## src/common/hsft_pkg.sv

```systemverilog
/*
 * constants, codes and types for the hot swap fault timer control block.
 * assumes a 10 MHz system clock and comparator levels from the analog side.
 */
// Behaviour
// RQ1: high limit at low drain, low at high
// RQ2: fast trip pulls main gate low at once
// RQ3: select pin picks 25/40 mV and 2x/3x
// RQ4: off and insertion: switch open, node discharged
// RQ5: start-up closes soft start to gate switch
// RQ6: normal: node floating, switch open, no discharge
// RQ7: outside current limit timer sinks small current
// RQ8: in limit timer sources low or high current
// RQ9: timeout at high or lower threshold by drain
// RQ10: timeout runs 64 recharge cycles then restarts
// RQ11: enable toggling never aborts the cool-down cycles
// RQ12: reset with low timer starts without discharge
// RQ13: reset with charged timer cools down first
// RQ14: aux gate only once main gate fully on
// RQ15: timer runs from slightly positive gate current
// RQ16: power good needs both gates and low drain
// RQ17: start-up forces low limit and low fast trip
// RQ18: comparators synchronised, source enables registered
// RQ19: saturating cycle counter, done on final recharge
package hsft_pkg;

	// timing
	localparam int CLK_HZ        = 10_000_000;    // system clock rate
	localparam int INS_DELAY_MS  = 32;            // insertion delay, ms
	localparam int INS_DELAY_CYC = INS_DELAY_MS * (CLK_HZ / 1000);
	localparam int SYNC_STAGES   = 2;             // synchroniser depth
	localparam int SETTLE_CYC    = 3;             // wait for synchroniser fill

	// cool-down cycle counting
	localparam int COOL_CYCLES = 64;
	localparam int COUNT_W     = 7;

	// register offsets, byte addresses
	localparam logic [7:0] ADDR_STATUS    = 8'h00;
	localparam logic [7:0] ADDR_CONTROL   = 8'h04;
	localparam logic [7:0] ADDR_INT_STAT  = 8'h08;
	localparam logic [7:0] ADDR_INT_CLEAR = 8'h0C;
	localparam logic [7:0] ADDR_INT_EN    = 8'h10;

	// reset values
	localparam logic [31:0] CONTROL_RST = 32'h0000_0000;
	localparam logic [3:0]  INT_EN_RST  = 4'h0;

	// field positions
	localparam int STAT_STATE_LSB = 0;
	localparam int STAT_COUNT_LSB = 8;
	localparam int STAT_PG_BIT    = 16;
	localparam int CTRL_HOLD_BIT  = 0;
	localparam int NUM_EVENTS     = 4;
	localparam int EV_TIMEOUT     = 0;
	localparam int EV_FAST_TRIP   = 1;
	localparam int EV_COOL_DONE   = 2;
	localparam int EV_PG_RISE     = 3;

	// threshold select pin as seen by the pin sensing circuit
	typedef enum logic [1:0] {
		THR_FLOAT   = 2'b00,  // 25 mV, fast trip 2x
		THR_RES_A   = 2'b01,  // 25 mV, fast trip 3x
		THR_RES_B   = 2'b10,  // 40 mV, fast trip 3x
		THR_TIED    = 2'b11   // 40 mV, fast trip 2x
	} hsft_thresh_type;

	// operating states
	typedef enum logic [3:0] {
		ST_POR_CHECK  = 4'b0000,
		ST_OFF        = 4'b0001,
		ST_INS_DELAY  = 4'b0010,
		ST_STARTUP    = 4'b0011,
		ST_NORMAL     = 4'b0100,
		ST_COOL_DIS   = 4'b0101,
		ST_COOL_CHG   = 4'b0110,
		ST_COOL_FLUSH = 4'b0111
	} hsft_state_type;

endpackage

```

## src/hw/hsft_sync.sv

```systemverilog
/*
 * two-stage synchroniser for a bundle of comparator levels.
 * assumes each bit is a slow level; no pulse is caught reliably.
 */
`timescale 1ns/1ps
module hsft_sync
	import hsft_pkg::*;
#(
	parameter int WIDTH = 1
)
(
	input  wire logic             SYS_CLK,
	input  wire logic [WIDTH-1:0] ASYNC_IN,
	output logic      [WIDTH-1:0] SYNC_OUT
);

	logic [WIDTH-1:0] meta_ff;   // first stage, read only by second

	// no reset: data path only, the control waits for the fill
	always_ff @(posedge SYS_CLK)
	begin
		meta_ff  <= ASYNC_IN;
		SYNC_OUT <= meta_ff;
	end

endmodule

```

## src/hw/hsft_ctrl.sv

```systemverilog
/*
 * hot swap control: state sequencing, timer source steering, soft start
 * switch, current limit selection, aux gate and a small register port.
 * assumes analog comparators and switches outside, one 10 MHz clock.
 */
`timescale 1ns/1ps
module hsft_ctrl
	import hsft_pkg::*;
#(
	parameter int INS_DELAY_CYCLES = INS_DELAY_CYC
)
(
	input  wire logic        SYS_CLK,
	input  wire logic        RESET,
	input  wire logic [1:0]  THRESH_SEL_CODE,
	input  wire logic        SNS_IN_LIMIT,
	input  wire logic        SNS_FAST_TRIP,
	input  wire logic        DRAIN_ABOVE_LIMIT_SW,
	input  wire logic        DRAIN_ABOVE_TIMER_SW,
	input  wire logic        TMR_ABOVE_HIGH,
	input  wire logic        TMR_ABOVE_TRIP_LOW,
	input  wire logic        TMR_ABOVE_LOW,
	input  wire logic        TMR_ABOVE_ZERO,
	input  wire logic        GATE_BELOW_TH,
	input  wire logic        MAIN_GATE_HIGH,
	input  wire logic        AUX_GATE_HIGH,
	input  wire logic        INPUT_VALID,
	input  wire logic        POWER_GOOD_DEGL,
	input  wire logic [7:0]  ADDR,
	input  wire logic [31:0] WR_DATA,
	input  wire logic        WR_STB,
	input  wire logic        RD_STB,
	output logic      [31:0] RD_DATA,
	output logic             IRQ,
	output logic             MAIN_GATE_EN,
	output logic             MAIN_GATE_PULL_LOW,
	output logic             AUX_GATE_EN,
	output logic             SS_TO_GATE_SW,
	output logic             SS_DISCHARGE_EN,
	output logic             TMR_SINK_SMALL_EN,
	output logic             TMR_SRC_LOW_EN,
	output logic             TMR_SRC_HIGH_EN,
	output logic             TMR_FULL_DISCH_EN,
	output logic             HIGH_LIMIT_SEL,
	output logic             HIGH_LIMIT_40MV_SEL,
	output logic             FAST_TRIP_X3_SEL,
	output logic             FAST_TRIP_LOW_SEL,
	output logic             POWER_GOOD_INTERNAL
);

	localparam int DW = $clog2(INS_DELAY_CYCLES + 1);
	localparam logic [DW-1:0] DELAY_LAST = DW'(INS_DELAY_CYCLES - 1);
	localparam logic [COUNT_W-1:0] COUNT_LAST = COUNT_W'(COOL_CYCLES - 1);
	localparam logic [COUNT_W-1:0] COUNT_MAX  = COUNT_W'(COOL_CYCLES);
	localparam logic [1:0] SETTLE_LAST = 2'(SETTLE_CYC - 1);

	// synchronised comparator levels
	logic [14:0]     sync_bus;
	logic [1:0]      thr_s;          // threshold select code
	logic            lim_s;          // sense at current limit
	logic            ft_s;           // sense above fast trip
	logic            drain_lim_s;    // drain above limit switch level
	logic            drain_tmr_s;    // drain above timer switch level
	logic            tmr_high_s;     // timer at high level
	logic            tmr_trip_s;     // timer at lower trip level
	logic            tmr_low_s;      // timer above low level
	logic            tmr_zero_s;     // timer not yet empty
	logic            gate_low_s;     // gate below its threshold
	logic            main_high_s;    // main gate fully enhanced
	logic            aux_high_s;     // aux gate high
	logic            valid_s;        // input and supply in range
	logic            pgd_s;          // filtered power good

	// state and counters
	hsft_state_type  st_ff;
	hsft_state_type  nxt_st;
	logic [DW-1:0]   delay_cnt_ff;   // insertion delay count
	logic [COUNT_W-1:0] cool_cnt_ff; // cool-down cycles done
	logic [1:0]      settle_ff;      // wait after reset
	logic            pg_prev_ff;     // for power good rise event

	// registers
	logic            hold_off_ff;    // software holds the switch off
	logic [3:0]      int_stat_ff;    // sticky events
	logic [3:0]      int_en_ff;      // event enables

	// derived terms
	logic            running;        // gate driven phases
	logic            timing_out;     // timer reached its threshold
	logic            cool_last;      // final recharge reached high level
	logic            pg_now;         // internal power good, unregistered
	logic [3:0]      events;

	hsft_sync #(
		.WIDTH (15)
	) hsft_sync_inst (
		.SYS_CLK  (SYS_CLK),
		.ASYNC_IN ({THRESH_SEL_CODE, SNS_IN_LIMIT, SNS_FAST_TRIP,
			DRAIN_ABOVE_LIMIT_SW, DRAIN_ABOVE_TIMER_SW, TMR_ABOVE_HIGH,
			TMR_ABOVE_TRIP_LOW, TMR_ABOVE_LOW, TMR_ABOVE_ZERO,
			GATE_BELOW_TH, MAIN_GATE_HIGH, AUX_GATE_HIGH, INPUT_VALID,
			POWER_GOOD_DEGL}),              // see RQ18
		.SYNC_OUT (sync_bus)
	);

	assign {thr_s, lim_s, ft_s, drain_lim_s, drain_tmr_s, tmr_high_s,
		tmr_trip_s, tmr_low_s, tmr_zero_s, gate_low_s, main_high_s,
		aux_high_s, valid_s, pgd_s} = sync_bus;

	// only start-up and normal drive the main gate
	assign running = (st_ff == ST_STARTUP) || (st_ff == ST_NORMAL);

	// lower threshold applies while the drain sits high
	assign timing_out = running &&
		(drain_tmr_s ? tmr_trip_s : tmr_high_s);     // see RQ9

	assign cool_last = (st_ff == ST_COOL_CHG) && tmr_high_s &&
		(cool_cnt_ff == COUNT_LAST);                  // see RQ19

	// both gates up and drain low
	assign pg_now = main_high_s && aux_high_s && !drain_tmr_s; // see RQ16

	assign events = {pg_now && !pg_prev_ff, cool_last,
		ft_s && running, timing_out};

	// next state
	always_comb
	begin
		nxt_st = st_ff;
		case (st_ff)
			ST_POR_CHECK:
				// timer level decides between cool-down and plain start
				if (settle_ff == SETTLE_LAST)
					nxt_st = tmr_low_s ? ST_COOL_DIS   // see RQ13
						: ST_OFF;                      // see RQ12
			ST_OFF:
				if (valid_s && !hold_off_ff)
					nxt_st = ST_INS_DELAY;
			ST_INS_DELAY:
				if (!valid_s || hold_off_ff)
					nxt_st = ST_OFF;
				else if (delay_cnt_ff == DELAY_LAST)
					nxt_st = ST_STARTUP;
			ST_STARTUP:
				// timeout wins, then faults, then power good
				if (timing_out)
					nxt_st = ST_COOL_DIS;
				else if (!valid_s || ft_s || hold_off_ff)
					nxt_st = ST_OFF;
				else if (pgd_s)
					nxt_st = ST_NORMAL;
			ST_NORMAL:
				// brief faults only drop the gate, not the state
				if (timing_out)
					nxt_st = ST_COOL_DIS;
				else if (!pgd_s || hold_off_ff)
					nxt_st = ST_OFF;
			ST_COOL_DIS:
				if (!tmr_low_s)
					nxt_st = ST_COOL_CHG;
			ST_COOL_CHG:
				// enable changes are ignored until the count ends
				if (cool_last)
					nxt_st = ST_COOL_FLUSH;        // see RQ10 RQ11
				else if (tmr_high_s)
					nxt_st = ST_COOL_DIS;
			ST_COOL_FLUSH:
				// restart straight away once the timer is empty
				if (!tmr_zero_s)
					nxt_st = (valid_s && !hold_off_ff) ? ST_STARTUP
						: ST_OFF;                      // see RQ11
			default:
				nxt_st = ST_OFF;
		endcase
	end

	// state register
	always_ff @(posedge SYS_CLK)
	begin
		if (RESET)
			st_ff <= ST_POR_CHECK;
		else
			st_ff <= nxt_st;
	end

	// settle wait so the check sees real timer levels
	always_ff @(posedge SYS_CLK)
	begin
		if (RESET)
			settle_ff <= 2'h0;
		else if (settle_ff != SETTLE_LAST)
			settle_ff <= settle_ff + 2'h1;
	end

	// insertion delay counter, runs only in its state
	always_ff @(posedge SYS_CLK)
	begin
		if (RESET || st_ff != ST_INS_DELAY)
			delay_cnt_ff <= '0;
		else if (delay_cnt_ff != DELAY_LAST)
			delay_cnt_ff <= delay_cnt_ff + DW'(1);
	end

	// cool-down counter, cleared on timeout entry
	always_ff @(posedge SYS_CLK)
	begin
		if (RESET || (running && timing_out))
			cool_cnt_ff <= '0;                     // see RQ19
		else if (st_ff == ST_COOL_CHG && tmr_high_s &&
			cool_cnt_ff != COUNT_MAX)
			cool_cnt_ff <= cool_cnt_ff + COUNT_W'(1); // see RQ10
	end

	// gate drive and aux gate
	always_ff @(posedge SYS_CLK)
	begin
		if (RESET)
		begin
			MAIN_GATE_EN       <= 1'b0;
			MAIN_GATE_PULL_LOW <= 1'b0;
			AUX_GATE_EN        <= 1'b0;
		end
		else
		begin
			// fast trip overrides regulation; invalid input drops gate too
			MAIN_GATE_EN       <= running && !ft_s && valid_s &&
				!hold_off_ff;                           // see RQ2
			MAIN_GATE_PULL_LOW <= ft_s || !running;    // see RQ2
			// aux only in normal with the main FET fully on
			AUX_GATE_EN        <= (st_ff == ST_NORMAL) && main_high_s &&
				!ft_s && valid_s;                       // see RQ14
		end
	end

	// soft start switch and discharge by phase
	always_ff @(posedge SYS_CLK)
	begin
		if (RESET)
		begin
			SS_TO_GATE_SW   <= 1'b0;
			SS_DISCHARGE_EN <= 1'b1;
		end
		else
		begin
			SS_TO_GATE_SW   <= (st_ff == ST_STARTUP);  // see RQ5 RQ6
			// normal leaves the node alone to keep transients clean
			SS_DISCHARGE_EN <= !running;               // see RQ4 RQ6
		end
	end

	// timer current sources
	always_ff @(posedge SYS_CLK)
	begin
		if (RESET)
		begin
			TMR_SINK_SMALL_EN <= 1'b0;
			TMR_SRC_LOW_EN    <= 1'b0;
			TMR_SRC_HIGH_EN   <= 1'b0;
			TMR_FULL_DISCH_EN <= 1'b0;
		end
		else
		begin
			TMR_SINK_SMALL_EN <= 1'b0;
			TMR_SRC_LOW_EN    <= 1'b0;
			TMR_SRC_HIGH_EN   <= 1'b0;
			TMR_FULL_DISCH_EN <= 1'b0;
			case (st_ff)
				// limit comparator trips at slightly positive gate current
				ST_STARTUP, ST_NORMAL:
					if (lim_s && gate_low_s)           // see RQ15
					begin
						TMR_SRC_HIGH_EN <= drain_lim_s;  // see RQ8
						TMR_SRC_LOW_EN  <= !drain_lim_s; // see RQ8
					end
					else
						TMR_SINK_SMALL_EN <= 1'b1;     // see RQ7
				ST_OFF, ST_INS_DELAY, ST_COOL_DIS:
					TMR_SINK_SMALL_EN <= 1'b1;         // see RQ7 RQ10
				ST_COOL_CHG:
					TMR_SRC_LOW_EN <= 1'b1;            // see RQ10
				ST_COOL_FLUSH:
					TMR_FULL_DISCH_EN <= 1'b1;         // see RQ10
				// reset check leaves the timer untouched
				default:
					TMR_SINK_SMALL_EN <= 1'b0;         // see RQ12
			endcase
		end
	end

	// limit and fast trip level selection
	always_ff @(posedge SYS_CLK)
	begin
		if (RESET)
		begin
			HIGH_LIMIT_SEL      <= 1'b0;
			HIGH_LIMIT_40MV_SEL <= 1'b0;
			FAST_TRIP_X3_SEL    <= 1'b0;
			FAST_TRIP_LOW_SEL   <= 1'b1;
		end
		else
		begin
			// start-up always low; in normal the limit follows the drain, fast trip stays full
			HIGH_LIMIT_SEL      <= (st_ff == ST_NORMAL) &&
				!drain_lim_s;                           // see RQ1 RQ17
			FAST_TRIP_LOW_SEL   <= (st_ff != ST_NORMAL); // see RQ17
			HIGH_LIMIT_40MV_SEL <= thr_s[1];           // see RQ3
			FAST_TRIP_X3_SEL    <= (thr_s == THR_RES_A) ||
				(thr_s == THR_RES_B);                   // see RQ3
		end
	end

	// internal power good
	always_ff @(posedge SYS_CLK)
	begin
		if (RESET)
		begin
			POWER_GOOD_INTERNAL <= 1'b0;
			pg_prev_ff          <= 1'b0;
		end
		else
		begin
			POWER_GOOD_INTERNAL <= pg_now;             // see RQ16
			pg_prev_ff          <= pg_now;
		end
	end

	// control and enable registers
	always_ff @(posedge SYS_CLK)
	begin
		if (RESET)
		begin
			hold_off_ff <= CONTROL_RST[CTRL_HOLD_BIT];
			int_en_ff   <= INT_EN_RST;
		end
		else if (WR_STB)
		begin
			if (ADDR == ADDR_CONTROL)
				hold_off_ff <= WR_DATA[CTRL_HOLD_BIT];
			if (ADDR == ADDR_INT_EN)
				int_en_ff <= WR_DATA[NUM_EVENTS-1:0];
		end
	end

	// sticky events; a new event beats a clear in the same cycle
	always_ff @(posedge SYS_CLK)
	begin
		if (RESET)
			int_stat_ff <= 4'h0;
		else if (WR_STB && ADDR == ADDR_INT_CLEAR)
			int_stat_ff <= (int_stat_ff & ~WR_DATA[NUM_EVENTS-1:0]) |
				events;
		else
			int_stat_ff <= int_stat_ff | events;
	end

	// interrupt level from the registered status
	always_ff @(posedge SYS_CLK)
	begin
		if (RESET)
			IRQ <= 1'b0;
		else
			IRQ <= |(int_stat_ff & int_en_ff);
	end

	// read data valid only in the cycle after the strobe
	always_ff @(posedge SYS_CLK)
	begin
		if (RESET || !RD_STB)
			RD_DATA <= 32'h0000_0000;
		else
			case (ADDR)
				ADDR_STATUS:
				begin
					RD_DATA <= 32'h0000_0000;
					RD_DATA[STAT_STATE_LSB +: 4] <= st_ff;
					RD_DATA[STAT_COUNT_LSB +: COUNT_W] <= cool_cnt_ff;
					RD_DATA[STAT_PG_BIT] <= POWER_GOOD_INTERNAL;
				end
				ADDR_CONTROL:
					RD_DATA <= {31'h0000_0000, hold_off_ff};
				ADDR_INT_STAT:
					RD_DATA <= {28'h000_0000, int_stat_ff};
				ADDR_INT_EN:
					RD_DATA <= {28'h000_0000, int_en_ff};
				// unmapped and write-only read as zero
				default:
					RD_DATA <= 32'h0000_0000;
			endcase
	end
endmodule

```

## config.mk

```make
export PLATFORM = sky130hd
export DESIGN_NAME = hsft_ctrl
export DESIGN_NICKNAME = d
export VERILOG_FILES = /design/src/common/hsft_pkg.sv /design/src/hw/hsft_sync.sv /design/src/hw/hsft_ctrl.sv
export SDC_FILE = /design/constraint.sdc
export NUM_CORES = 1
export LEC_CHECK = 0
export ABC_CLOCK_PERIOD_IN_PS = 3700
export BUFFER_PORTS_ARGS = -buffer_cell sky130_fd_sc_hd__buf_2
export CORE_UTILIZATION = 52
export CTS_CLUSTER_SIZE = 30
export DETAILED_ROUTE_END_ITERATION = 12
export PLACE_DENSITY_LB_ADDON = 0.1
export SLEW_MARGIN = 30
export SYNTH_ARGS = -nofsm -noshare
export SYNTH_HDL_FRONTEND = slang
export SYNTH_SLANG_ARGS = --single-unit
```

## constraint.sdc

```tcl
create_clock -name SYS_CLK -period 3.7 [get_ports SYS_CLK]
set_clock_uncertainty 0.15 [all_clocks]
set_input_delay 0.185 -clock SYS_CLK [delete_from_list [all_inputs] [get_ports SYS_CLK]]
set_output_delay 0.185 -clock SYS_CLK [all_outputs]
set_load 0.005 [all_outputs]
```

== Word-level counts from Yosys, hierarchy flattened ==
Cells that the tools add are included.
Storage, ports and cells
  ROM bits: 0
  output and inout bits: 47
  memories kept: 0
  latch bits: 0
  flip-flop bits (word level): 118
  bits in writable memories: 0
Cells by class
  add/sub/neg operators: 3
  order comparisons: 0
  bitwise logic cells: 7
  div/mod/pow operators: 0
  multiply operators: 0
  shift operators: 0
  multiplexer cells: 24
  eq/ne operators: 29
  reduce and logical (&&, ||, !) cells: 47
Operators by type and width (count)
  17-bit one-hot mux with 4 select lines: 1
  4-bit 2-to-1 mux: 14
  4-bit one-hot mux with 8 select lines: 1
  19-bit by 1-bit adder with 19-bit output (second input constant): 1
  19-bit equality test (second input constant): 1
  1-bit logical AND: 19
  19-bit != test (second input constant): 1
  4-bit by 3-bit equality test with 1-bit output (second input constant): 4
  8-bit by 4-bit equality test with 1-bit output (second input constant): 2
  1-bit logical OR: 10
  2-bit != test (second input constant): 5
  1-bit logical NOT: 9
  4-bit AND: 2
  4-bit by 2-bit equality test with 1-bit output (second input constant): 2
  8-bit by 3-bit equality test with 1-bit output (second input constant): 1
  8-bit by 5-bit equality test with 1-bit output (second input constant): 1
  8-bit logical NOT: 1
  4-bit by 2-bit != test with 1-bit output (second input constant): 2
  4-bit bitwise OR: 2
  8-bit AND reduction: 1
  7-bit by 1-bit adder with 7-bit output (second input constant): 1
  7-bit by 6-bit equality test with 1-bit output (second input constant): 1
  7-bit != test (second input constant): 1
  3-bit != test (second input constant): 2
  other kinds (17): 25

== Longest topological paths before layout ==
Gate-level depths: netlist (run 1).
  depth in word-level cells: 6
  gate-level depth with buffers: 7

== By module ==
Synthesis (run 1) repeated with hierarchy kept, for this count alone.
Second synthesis, totals
  cells, all modules: 383
  area, all modules: 3734.8 µm²
Modules (own cells, without submodules)
  hsft_ctrl: area an instance 3134.3 µm², sequential area each 1341.3 µm², cells an instance 353, times used 1
  hsft_sync: area an instance 600.6 µm², sequential area each 600.6 µm², cells an instance 30, times used 1

== Worst setup path after synthesis (run 1) ==
No wires, ideal clock.
  kind: reg-to-reg
  start point: register st_ff[0]
  end point: register st_ff[2]
  path buffers: 0
  setup slack: 1.661 ns
  library setup time: 0.086 ns
  cell stages (with the launch flop): 6
  arrival: 1.804 ns
  required time: 3.464 ns
  period minus slack after synthesis: 2.039 ns
  path through: dfxtp_1 -> or3b_1 -> a221o_1 -> a221o_1 -> a21o_1 -> a211oi_1
Between the ends
  word-level cells in the longest chain between the ends: 5
  elaborated cells between the ends (all ways): 25
Ends and longest elaborated chain
  start: declaration: RTL line hsft_ctrl.sv:75  | hsft_state_type st_ff;
  start signal: assignment: RTL line hsft_ctrl.sv:183  | st_ff <= nxt_st;
  4-bit by 2-bit equality test with 1-bit output, or another cell as far along: RTL line hsft_ctrl.sv:111, hsft_ctrl.sv:130
  1-bit logical OR / 1-bit logical AND (equally long branches): RTL line hsft_ctrl.sv:111, hsft_ctrl.sv:117
  1-bit logical AND (on tied branches): RTL line hsft_ctrl.sv:114, hsft_ctrl.sv:117
  4-bit by 2-bit != test with 1-bit output (no line), or another cell as far along
  8-bit AND reduction (no line) / 4-bit one-hot mux with 8 select lines (equally long branches)
Parallel ways exist; a longest one is shown, timed or not.
A chain may end at the register's enable or synchronous reset.

== Worst setup path in the final report (run 1) ==
  start point: register st_ff[2]
  end point: register st_ff[2]
The elaborated chain is that of the path after synthesis.

==> results_dict.tcl, run 1 <==
set metrics [dict create \
    status "completed" \
    syn_area_per_cell_um2 9.76 \
    power-per-cell-area_mw_per_mm2 507 \
    max_slew_margin 0.454 \
    placedCellCount 493 \
    start_util 0.536 \
    final_common_cell "dfxtp_1" \
    die_y_um 85.5 \
    ctsResizeCount 0 \
    antenna_cells 0 \
    final_cell_mix "dfxtp_1 (97), buf_2 (57), nor2_1 (51)" \
    period_share 0.674 \
    use_met2 0.284 \
    grt.met1_usage 0.261 \
    rows 30 \
    yosys.area_share.adder 0.0138 \
    yosysWarningCount 0 \
    setup_viol 0 \
    postPlaceCellArea_mm2 0.00388 \
    crit_top_cell "a221o_1" \
    finalCriticalPeriod_ns 2.49 \
    ys_ff_latch 97 \
    endpoint_kind "register" \
    clk_latency_ns 0.36 \
    track_usage 0.189 \
    finalSetupTns_ns 0 \
    nFillCells 544 \
    syn_inst 371 \
    postRouteAntennaNets 0 \
    min-delay-path-class "primary input to register" \
    via_per_inst 4.94 \
    maxCapViolCount 0 \
    ioPinCount 106 \
    synth_top_family_by_area "simple AND/OR/NAND/NOR gates" \
    hold_viol_final 0 \
    grt_start_max_net_pins 25 \
    ys_types 56 \
    reg2reg_from "st_ff[2]" \
    max_freq_mhz 401 \
    power.total_mw 2.17 \
    htree_num_levels 3 \
    grt_pass1_vias 2323 \
    cts_buffers 9 \
    synth_ff_type "dfxtp_1" \
    yosys-mux-area-fraction 0.0276 \
    grt_util_met3 0.0535 \
    maxSlewViolCount 0 \
    synth-edff-count 0 \
    worstHoldPathCells 3 \
    synth_xor_area_frac 0.0580 \
    synth-compound-area-share 0.103 \
    path_clk_slew_ns 0.10 \
    ff2ff_path_depth 5 \
    critPathMaxFanout 14 \
    max_stage_delay_ns 0.62 \
    rrSetupSlack_ns 1.21 \
    cp.required_ns 3.83 \
    drc_errors 0 \
    port_buffers 57 \
    die_area_mm2 0.00730 \
    cts-root-buf "clkbuf_8" \
    cts_buffer_depth 2 \
    rsz0062_at_grt "no" \
    synthSimpleGateAreaFrac 0.189 \
    r2r_end "st_ff[2]" \
    design_area_mm2 0.00427 \
    path_class "register to register" \
    gp_congestion 0.790 \
    slowest_stage "dfxtp_1" \
    drive_gt1_frac 0.169 \
    syn2layout_area_growth_pct 17.9 \
    p_leak_nw 1.82 \
    wire_per_inst_um 12.3 \
    worst_pin_slew_ns 0.812 \
    tritoncts "done" \
    coreArea_mm2 0.00676 \
    worstPathArrival_ns 2.63 \
    gr-total-overflow 0 \
    die_x_um 85.5 \
    synth-seq-area-share 0.536 \
    grt_pass1_wl_um 10800 \
    worst-path-buf-inv 0 \
    critPathTopFamily "compound AO/OA/AOI/OAI gates" \
    cts_num_sinks 97 \
    worstHoldEndpoint "RD_DATA[3]" \
    fin_hold_ws_ns 0.0311 \
    start_kind "register" \
    antenna_found_initial 0 \
    path_cells "or3b_1 > a221o_1 > a221o_1 > a21o_1 > a211oi_1" \
    drt_first_iter_violations 158 \
    min_from "ADDR[4]" \
    dr.pass1.iters 4 \
    async_reset_ff_frac 0 \
    syn_area_mm2 0.00362 \
    post_layout_nonfiller_instances 529 \
    wl_um 6490 \
    top_usage_layer "met2" \
    vias 2615 \
    nets 507 \
    dp_hpwl_um 4310 \
    peakVddDrop_mv 0.331 \
]
-- synth_stat cells (all sizes together), types with 2 or more instances --
master   count  area, um2
dfxtp       97       1940
nor2        51        191
buf         21        154
xor2        19        166
inv         15       56.3
a21oi       13       65.1
clkbuf      13       48.8
nand2       12       45.0
o21ai       12       60.1
and2        11       68.8
mux2i       10        100
nor3         8       40.0
nand4        7       43.8
nand3        6       30.0
a211oi       5       37.5
and3         5       31.3
nand2b       5       31.3
o2111ai      5       43.8
xnor2        5       43.8
ha           4       50.1
nor2b        4       25.0
a22oi        3       22.5
nor4         3       25.0
or3          3       18.8
or3b         3       26.3
a21o         2       15.0
a221o        2       20.0
nand3b       2       15.0
nand4b       2       17.5
o211ai       2       15.0
or2          2       12.5
-- logic make-up (layout without fill, tap and decap cells) --
group                      after synthesis  in the layout
and+or+nand+nor                        131            131
DFF                                     97             97
AOI/OAI and AO/OA                       55             55
buffers and inverters                   49            108
xor gates and xnor gates                24             24
muxes                                   10             10
adders and majority gates                4              4
other                                    1             20
-- how the worst max path moves through the flow --
stage,startpoint,to,slack (ns),depth (start not counted)
after floorplan,st_ff[0],st_ff[2],1.66,5
after global placement,st_ff[2],st_ff[2],1.26,5
after detailed placement,st_ff[2],st_ff[2],1.23,5
after CTS,st_ff[2],st_ff[2],1.21,5
after global routing,st_ff[2],st_ff[2],1.08,5
final,st_ff[2],st_ff[2],1.21,5
-- through the flow --
step | worst slack (ns) | util
global placement | 1.26 | 0.574
detailed placement | 1.23 | 0.574
CTS | 1.21 | 0.632
global route | 1.08 | 0.632
finish | 1.21 | 0.632
floorplan | 1.66 | -
-- sequential cells by signal, summed over array words and instances (netlist names), 2 cells and up --
signal	cells
hsft_sync_inst.SYNC_OUT	15
delay_cnt_ff	19
int_en_ff	4
st_ff	3
int_stat_ff	4
hsft_sync_inst.meta_ff	15
RD_DATA	12
settle_ff	2
cool_cnt_ff	7
-- power breakdown --
group / internal, mW / switching [mW] / total, mW
Sequential: 1.11 / 0.0739 / 1.18
Combinational: 0.153 / 0.170 / 0.322
Clock: 0.266 / 0.393 / 0.658
-- per-layer routing --
| layer | vias up | wire length, um |
|---|---|---|
| met5 | - | 0 |
| met4 | 0 | 115 |
| met3 | 12 | 255 |
| met2 | 56 | 2800 |
| met1 | 1168 | 3320 |
| li1 | 1379 | - |
-- layout make-up --
cell class / instances / area, um2 / share of cell area
flip-flops and latches: 97 / 1940 / 0.455
clock buffers: 9 / 124 / 0.0290
repair buffers: 77 / 485 / 0.114
inverters: 15 / 56.3 / 0.0132
multi-input cells: 244 / 1490 / 0.350
clock inverters: 7 / 68.8 / 0.0161
well taps: 80 / 100 / 0.0234
-- worst register-to-register path: stages (launching register included) --
cell      delay, ns
dfxtp_1        0.62
or3b_1         0.44
a221o_1        0.39
a221o_1        0.41
a21o_1         0.19
a211oi_1       0.21
-- timing repair --
item,in CTS,in global routing
hold buffers,20,0
endpoints found under the setup margin,0,0
setup buffers,0,0
endpoints found under the hold margin,22,0
No activity file was read; power rests on OpenSTA's default activity.
==> run 2: changes to the inputs <==
--- a/config.mk
+++ b/config.mk
@@ -5,9 +5,9 @@
 export SDC_FILE = /design/constraint.sdc
 export NUM_CORES = 1
 export LEC_CHECK = 0
-export ABC_CLOCK_PERIOD_IN_PS = 3700
+export ABC_CLOCK_PERIOD_IN_PS = 2200
 export BUFFER_PORTS_ARGS = -buffer_cell sky130_fd_sc_hd__buf_2
-export CORE_UTILIZATION = 52
+export CORE_UTILIZATION = 46
 export CTS_CLUSTER_SIZE = 30
 export DETAILED_ROUTE_END_ITERATION = 12
 export PLACE_DENSITY_LB_ADDON = 0.1
==> constraint.sdc (replaced) <==
create_clock -name SYS_CLK -period 2.2 [get_ports SYS_CLK]
set_clock_uncertainty 0.15 [all_clocks]
set_input_delay 0.11 -clock SYS_CLK [delete_from_list [all_inputs] [get_ports SYS_CLK]]
set_output_delay 0.11 -clock SYS_CLK [all_outputs]
set_load 0.005 [all_outputs]
==> results_dict.tcl, run 2 (synthesized netlist as in run 1, its figures left out) <==
set metrics [dict create \
    clk_latency_ns 0.37 \
    hold_viol_final 0 \
    peakVddDrop_mv 0.489 \
    cts-root-buf "clkbuf_8" \
    die_x_um 90.7 \
    final_common_cell "dfxtp_1" \
    status "completed" \
    drive_gt1_frac 0.195 \
    sw_frac_of_total 0.301 \
    nFillCells 680 \
    antenna_found_initial 0 \
    setup_viol 0 \
    via_per_inst 4.91 \
    gp_congestion 0.833 \
    tritoncts "done" \
    drt_first_iter_violations 159 \
    cts_buffer_depth 2 \
    endpoint_kind "register" \
    top_regs "delay_cnt_ff: 19 flops, hsft_sync_inst.SYNC_OUT: 15 flops, hsft_sync_inst.meta_ff: 15 flops" \
    antenna_cells 0 \
    cp.required_ns 2.37 \
    final_cell_mix "dfxtp_1 (97), buf_2 (57), nor2_1 (50)" \
    regMostFlops "delay_cnt_ff" \
    period_share 0.972 \
    path_clk_slew_ns 0.11 \
    start_util 0.486 \
    wl_um 7080 \
    die_y_um 90.7 \
    worstPathArrival_ns 2.30 \
    htree_num_levels 3 \
    ioPinCount 106 \
    finalCriticalPeriod_ns 2.14 \
    critPathMaxFanout 4 \
    post_layout_nonfiller_instances 572 \
    cts_buffers 9 \
    syn2layout_area_growth_pct 24.9 \
    dr.pass1.iters 6 \
    max_slew_margin 0.571 \
    postPlaceCellArea_mm2 0.00401 \
    crit_top_cell "dlygate4sd3_1" \
    cts_num_sinks 97 \
    grt_pass1_wl_um 12100 \
    finalSetupTns_ns 0 \
    min-delay-path-class "primary input to register" \
    worst_pin_slew_ns 0.643 \
    nets 531 \
    port_buffers 57 \
    design_area_mm2 0.00452 \
    max_freq_mhz 468 \
    clkPwrFrac 0.310 \
    path_class "primary input to register" \
    dp_hpwl_um 4700 \
    power.total_mw 3.80 \
    max_stage_delay_ns 0.60 \
    critPathTopFamily "buffers and inverters" \
    power-per-cell-area_mw_per_mm2 840 \
    start_kind "primary input" \
    vias 2811 \
    wire_per_inst_um 12.4 \
    p_leak_nw 1.94 \
    cts_setup_buffers 0 \
    worst-path-buf-inv 3 \
    largest_register_ffs 19 \
    coreArea_mm2 0.00745 \
    rows 31 \
    combPwrFrac 0.183 \
    placedCellCount 527 \
    grt_start_max_net_pins 22 \
    p_int_mw 2.65 \
    track_usage 0.183 \
    grt_pass1_vias 2641 \
    path_cells "buf_2 > or4_1 > nor2_4 > nand3_1 > dlygate4sd3_1 > nor2_1 > dlygate4sd3_1" \
    drc_errors 0 \
    die_area_mm2 0.00823 \
    maxSlewViolCount 0 \
    postRouteAntennaNets 0 \
    p_sw_mw 1.14 \
    maxCapViolCount 0 \
    gr-total-overflow 0 \
    slowest_stage "dlygate4sd3_1" \
    power_frac_seq 0.508 \
]
run 2: cell types whose count changed in the layout (fill, tap and decap cells not counted):
cell / before / now
buf_4: 0 / 15
dlygate4sd3_1: 20 / 29
clkinv_8: 0 / 3
clkinv_4: 2 / 0
inv_8: 3 / 2
nor2_1: 51 / 50
nor2_4: 0 / 1
run 2: through the flow:
step	hold slack, ns	util	setup slack (ns)
6_report	0.0238	0.607	0.0617
5_1_grt	0.0620	0.607	-0.0120
4_1_cts	0.0142	0.606	0.0538
3_5_place_dp	0.0636	0.539	0.137
2_1_floorplan	-0.0123	-	0.161
3_3_place_gp	0.0622	0.539	0.130
run 2: worst paths after layout:
path	startpoint	endpoint	slack (ns)	cells after the start
worst min register to register	hsft_sync_inst.meta_ff[7]	hsft_sync_inst.SYNC_OUT[7]	0.19	0
worst max-delay path	ADDR[1]	RD_DATA[0]	0.06	7
worst max register to register	st_ff[2]	st_ff[2]	0.09	5
worst min-delay path	ADDR[3]	RD_DATA[2]	0.02	4
run 2: worst register-to-register path: stages (launching register included):
cell and delay (ns):
dfxtp_1 0.37, or3b_1 0.39, a221o_1 0.32, a221o_1 0.39
a21o_1 0.20, a211oi_1 0.22
run 2: area by class of cell:
class | count | area [um2] | area share
clock buffer | 9 | 124 | 0.0274
timing repair buffer | 101 | 688 | 0.152
sequential | 97 | 1940 | 0.429
inverter | 15 | 56.3 | 0.0124
clock inverter | 7 | 88.8 | 0.0196
multi-input combinational | 244 | 1500 | 0.332
tap | 99 | 124 | 0.0274
run 2: timing repair:
| item | in CTS | in global routing |
|---|---|---|
| hold buffers | 29 | 0 |
| gates resized for setup | 0 | 2 |
| hold endpoints to repair | 38 | 0 |
| endpoints found under the setup margin | 0 | 1 |
run 2: layer usage:
metal / vias up / GRT usage / part of all wire
met5: - / 0 / 0
met4: 0 / 0.0766 / 0.016
met3: 11 / 0.0354 / 0.044
met2: 78 / 0.298 / 0.46
met1: 1294 / 0.237 / 0.48
li1: 1428 / - / -
run 2: power groups by stage:
stage / clock network [mW] / registers [mW] / logic, mW
2_1_floorplan: 0 / 1.96 / 0.454
3_3_place_gp: 0 / 1.97 / 0.640
3_5_place_dp: 0 / 1.97 / 0.651
4_1_cts: 1.21 / 1.93 / 0.690
5_1_grt: 1.29 / 1.95 / 0.776
6_report: 1.18 / 1.93 / 0.694
==> run 3: changes to the inputs <==
--- a/config.mk
+++ b/config.mk
@@ -5,7 +5,7 @@
 export SDC_FILE = /design/constraint.sdc
 export NUM_CORES = 1
 export LEC_CHECK = 0
-export ABC_CLOCK_PERIOD_IN_PS = 2200
+export ABC_CLOCK_PERIOD_IN_PS = 1800
 export BUFFER_PORTS_ARGS = -buffer_cell sky130_fd_sc_hd__buf_2
 export CORE_UTILIZATION = 46
 export CTS_CLUSTER_SIZE = 30
==> constraint.sdc (replaced) <==
create_clock -name SYS_CLK -period 1.8 [get_ports SYS_CLK]
set_clock_uncertainty 0.15 [all_clocks]
set_input_delay 0.09 -clock SYS_CLK [delete_from_list [all_inputs] [get_ports SYS_CLK]]
set_output_delay 0.09 -clock SYS_CLK [all_outputs]
set_load 0.005 [all_outputs]
==> results_dict.tcl, run 3 (synthesized netlist as in run 1, its figures left out) <==
set metrics [dict create \
    largest_register_ffs 19 \
    drc_errors 0 \
    power-per-cell-area_mw_per_mm2 973 \
    die_x_um 90.7 \
    ioPinCount 106 \
    power.total_mw 4.84 \
    gp_congestion 0.900 \
    maxCapViolCount 0 \
    wl_um 7620 \
    period_share 1.14 \
    regArea_mm2 0.00195 \
    postPlaceCellArea_mm2 0.00428 \
    die_y_um 90.7 \
    design_area_mm2 0.00498 \
    regMostFlops "delay_cnt_ff" \
    rows 31 \
    drt_first_iter_violations 115 \
    htree_num_levels 3 \
    nets 566 \
    antenna_cells 0 \
    drive_gt1_frac 0.313 \
    rsz0062_at_grt "yes" \
    coreArea_mm2 0.00745 \
    start_util 0.486 \
    dr.pass1.iters 4 \
    p_leak_nw 2.14 \
    port_buffers 57 \
    fin_hold_ws_ns 0.0265 \
    via_per_inst 4.83 \
    finalCriticalPeriod_ns 2.06 \
    cts_buffers 9 \
    postRouteAntennaNets 0 \
    wire_per_inst_um 12.6 \
    peakVddDrop_mv 0.664 \
    hold_viol_final 0 \
    setup_viol 4 \
    path_class "register to register" \
    clk_latency_ns 0.37 \
    grt_start_max_net_pins 22 \
    max_freq_mhz 486 \
    gr-total-overflow 0 \
    dp_hpwl_um 5050 \
    start_kind "register" \
    critPathMaxFanout 4 \
    top_regs "delay_cnt_ff: 19 flops, hsft_sync_inst.SYNC_OUT: 15 flops, hsft_sync_inst.meta_ff: 15 flops" \
    syn2layout_area_growth_pct 37.4 \
    cp.required_ns 1.92 \
    multi_input_area_mm2 0.00164 \
    nFillCells 620 \
    final_cell_mix "dfxtp_1 (88), buf_2 (57), nor2_1 (51)" \
    setup_slack_ns -0.258 \
    min-delay-path-class "primary input to register" \
    die_area_mm2 0.00823 \
    cts_buffer_depth 2 \
    failed_checks "negative setup slack" \
    grt_pass1_vias 2641 \
    tritoncts "done" \
    worstPathArrival_ns 2.18 \
    status "complete, but fails checks" \
    final_common_cell "dfxtp_1" \
    grt_pass1_wl_um 12300 \
    antenna_found_initial 0 \
    path_clk_slew_ns 0.10 \
    track_usage 0.189 \
    endpoint_kind "register" \
    cts-root-buf "clkbuf_8" \
    maxSlewViolCount 0 \
    vias 2930 \
    cts_num_sinks 97 \
]
==> run 3: cell count changes in the layout (fill, tap and decap cells not counted), moves of 3 or more <==
cell / change
buf_6: +4
dfxtp_1: -9
o2111ai_4: +3
buf_4: +30
dfxtp_2: +9
o2111ai_1: -5
==> run 3: layer usage <==
layer / wire length (um) / GRT usage
met5: 0 / 0
met4: 108 / 0.0605
met3: 326 / 0.0530
met2: 3550 / 0.305
met1: 3640 / 0.244
==> run 3: area by class of cell <==
| type | instances | area share |
|---|---|---|
| multi-input cells | 244 | 0.329 |
| flip-flops and latches | 97 | 0.392 |
| repair buffers | 136 | 0.200 |
| well taps | 99 | 0.0249 |
| clock inverters | 7 | 0.0178 |
| clock buffers | 9 | 0.0249 |
| inverters | 15 | 0.0113 |
==> run 3: worst paths after layout <==
kind,start,to,slack (ns),cells past startpoint
min,ADDR[6],hold_off_ff,0.03,5
max reg2reg,st_ff[0],st_ff[2],-0.26,5
min reg2reg,hsft_sync_inst.meta_ff[1],hsft_sync_inst.SYNC_OUT[1],0.18,0
max,st_ff[0],st_ff[2],-0.26,5
==> run 3: power breakdown <==
group          internal, mW  total (mW)  switching [mW]
logic                 0.535        1.03           0.498
registers              2.29        2.36          0.0687
clock network         0.573        1.45           0.876
==> run 3: critical path, cell delays in order, from the launching register on <==
cell and delay, ns:
dfxtp_2 0.34, or3b_4 0.39, a221o_1 0.33, a221o_1 0.38, a21o_1 0.18, a211oi_1 0.21
==> run 3: repair_timing <==
item                                    CTS  global route
setup buffers                             1             6
cloned                                    0             1
endpoints found under the hold margin    32             0
gates resized for setup                   3            30
endpoints found under the setup margin   12            25
pin swaps                                 4            22
hold buffers                             27             0
==> run 3: through the flow <==
step           cells  utilization  worst slack, ns  TNS, ns
2_1_floorplan    390            -           -0.232   -0.557
3_3_place_gp     557        0.575           -0.208   -0.570
3_5_place_dp     557        0.575           -0.249   -0.790
4_1_cts          601        0.642           -0.246   -0.679
5_1_grt          607        0.669           -0.346    -1.42
6_report         607        0.669           -0.258   -0.744
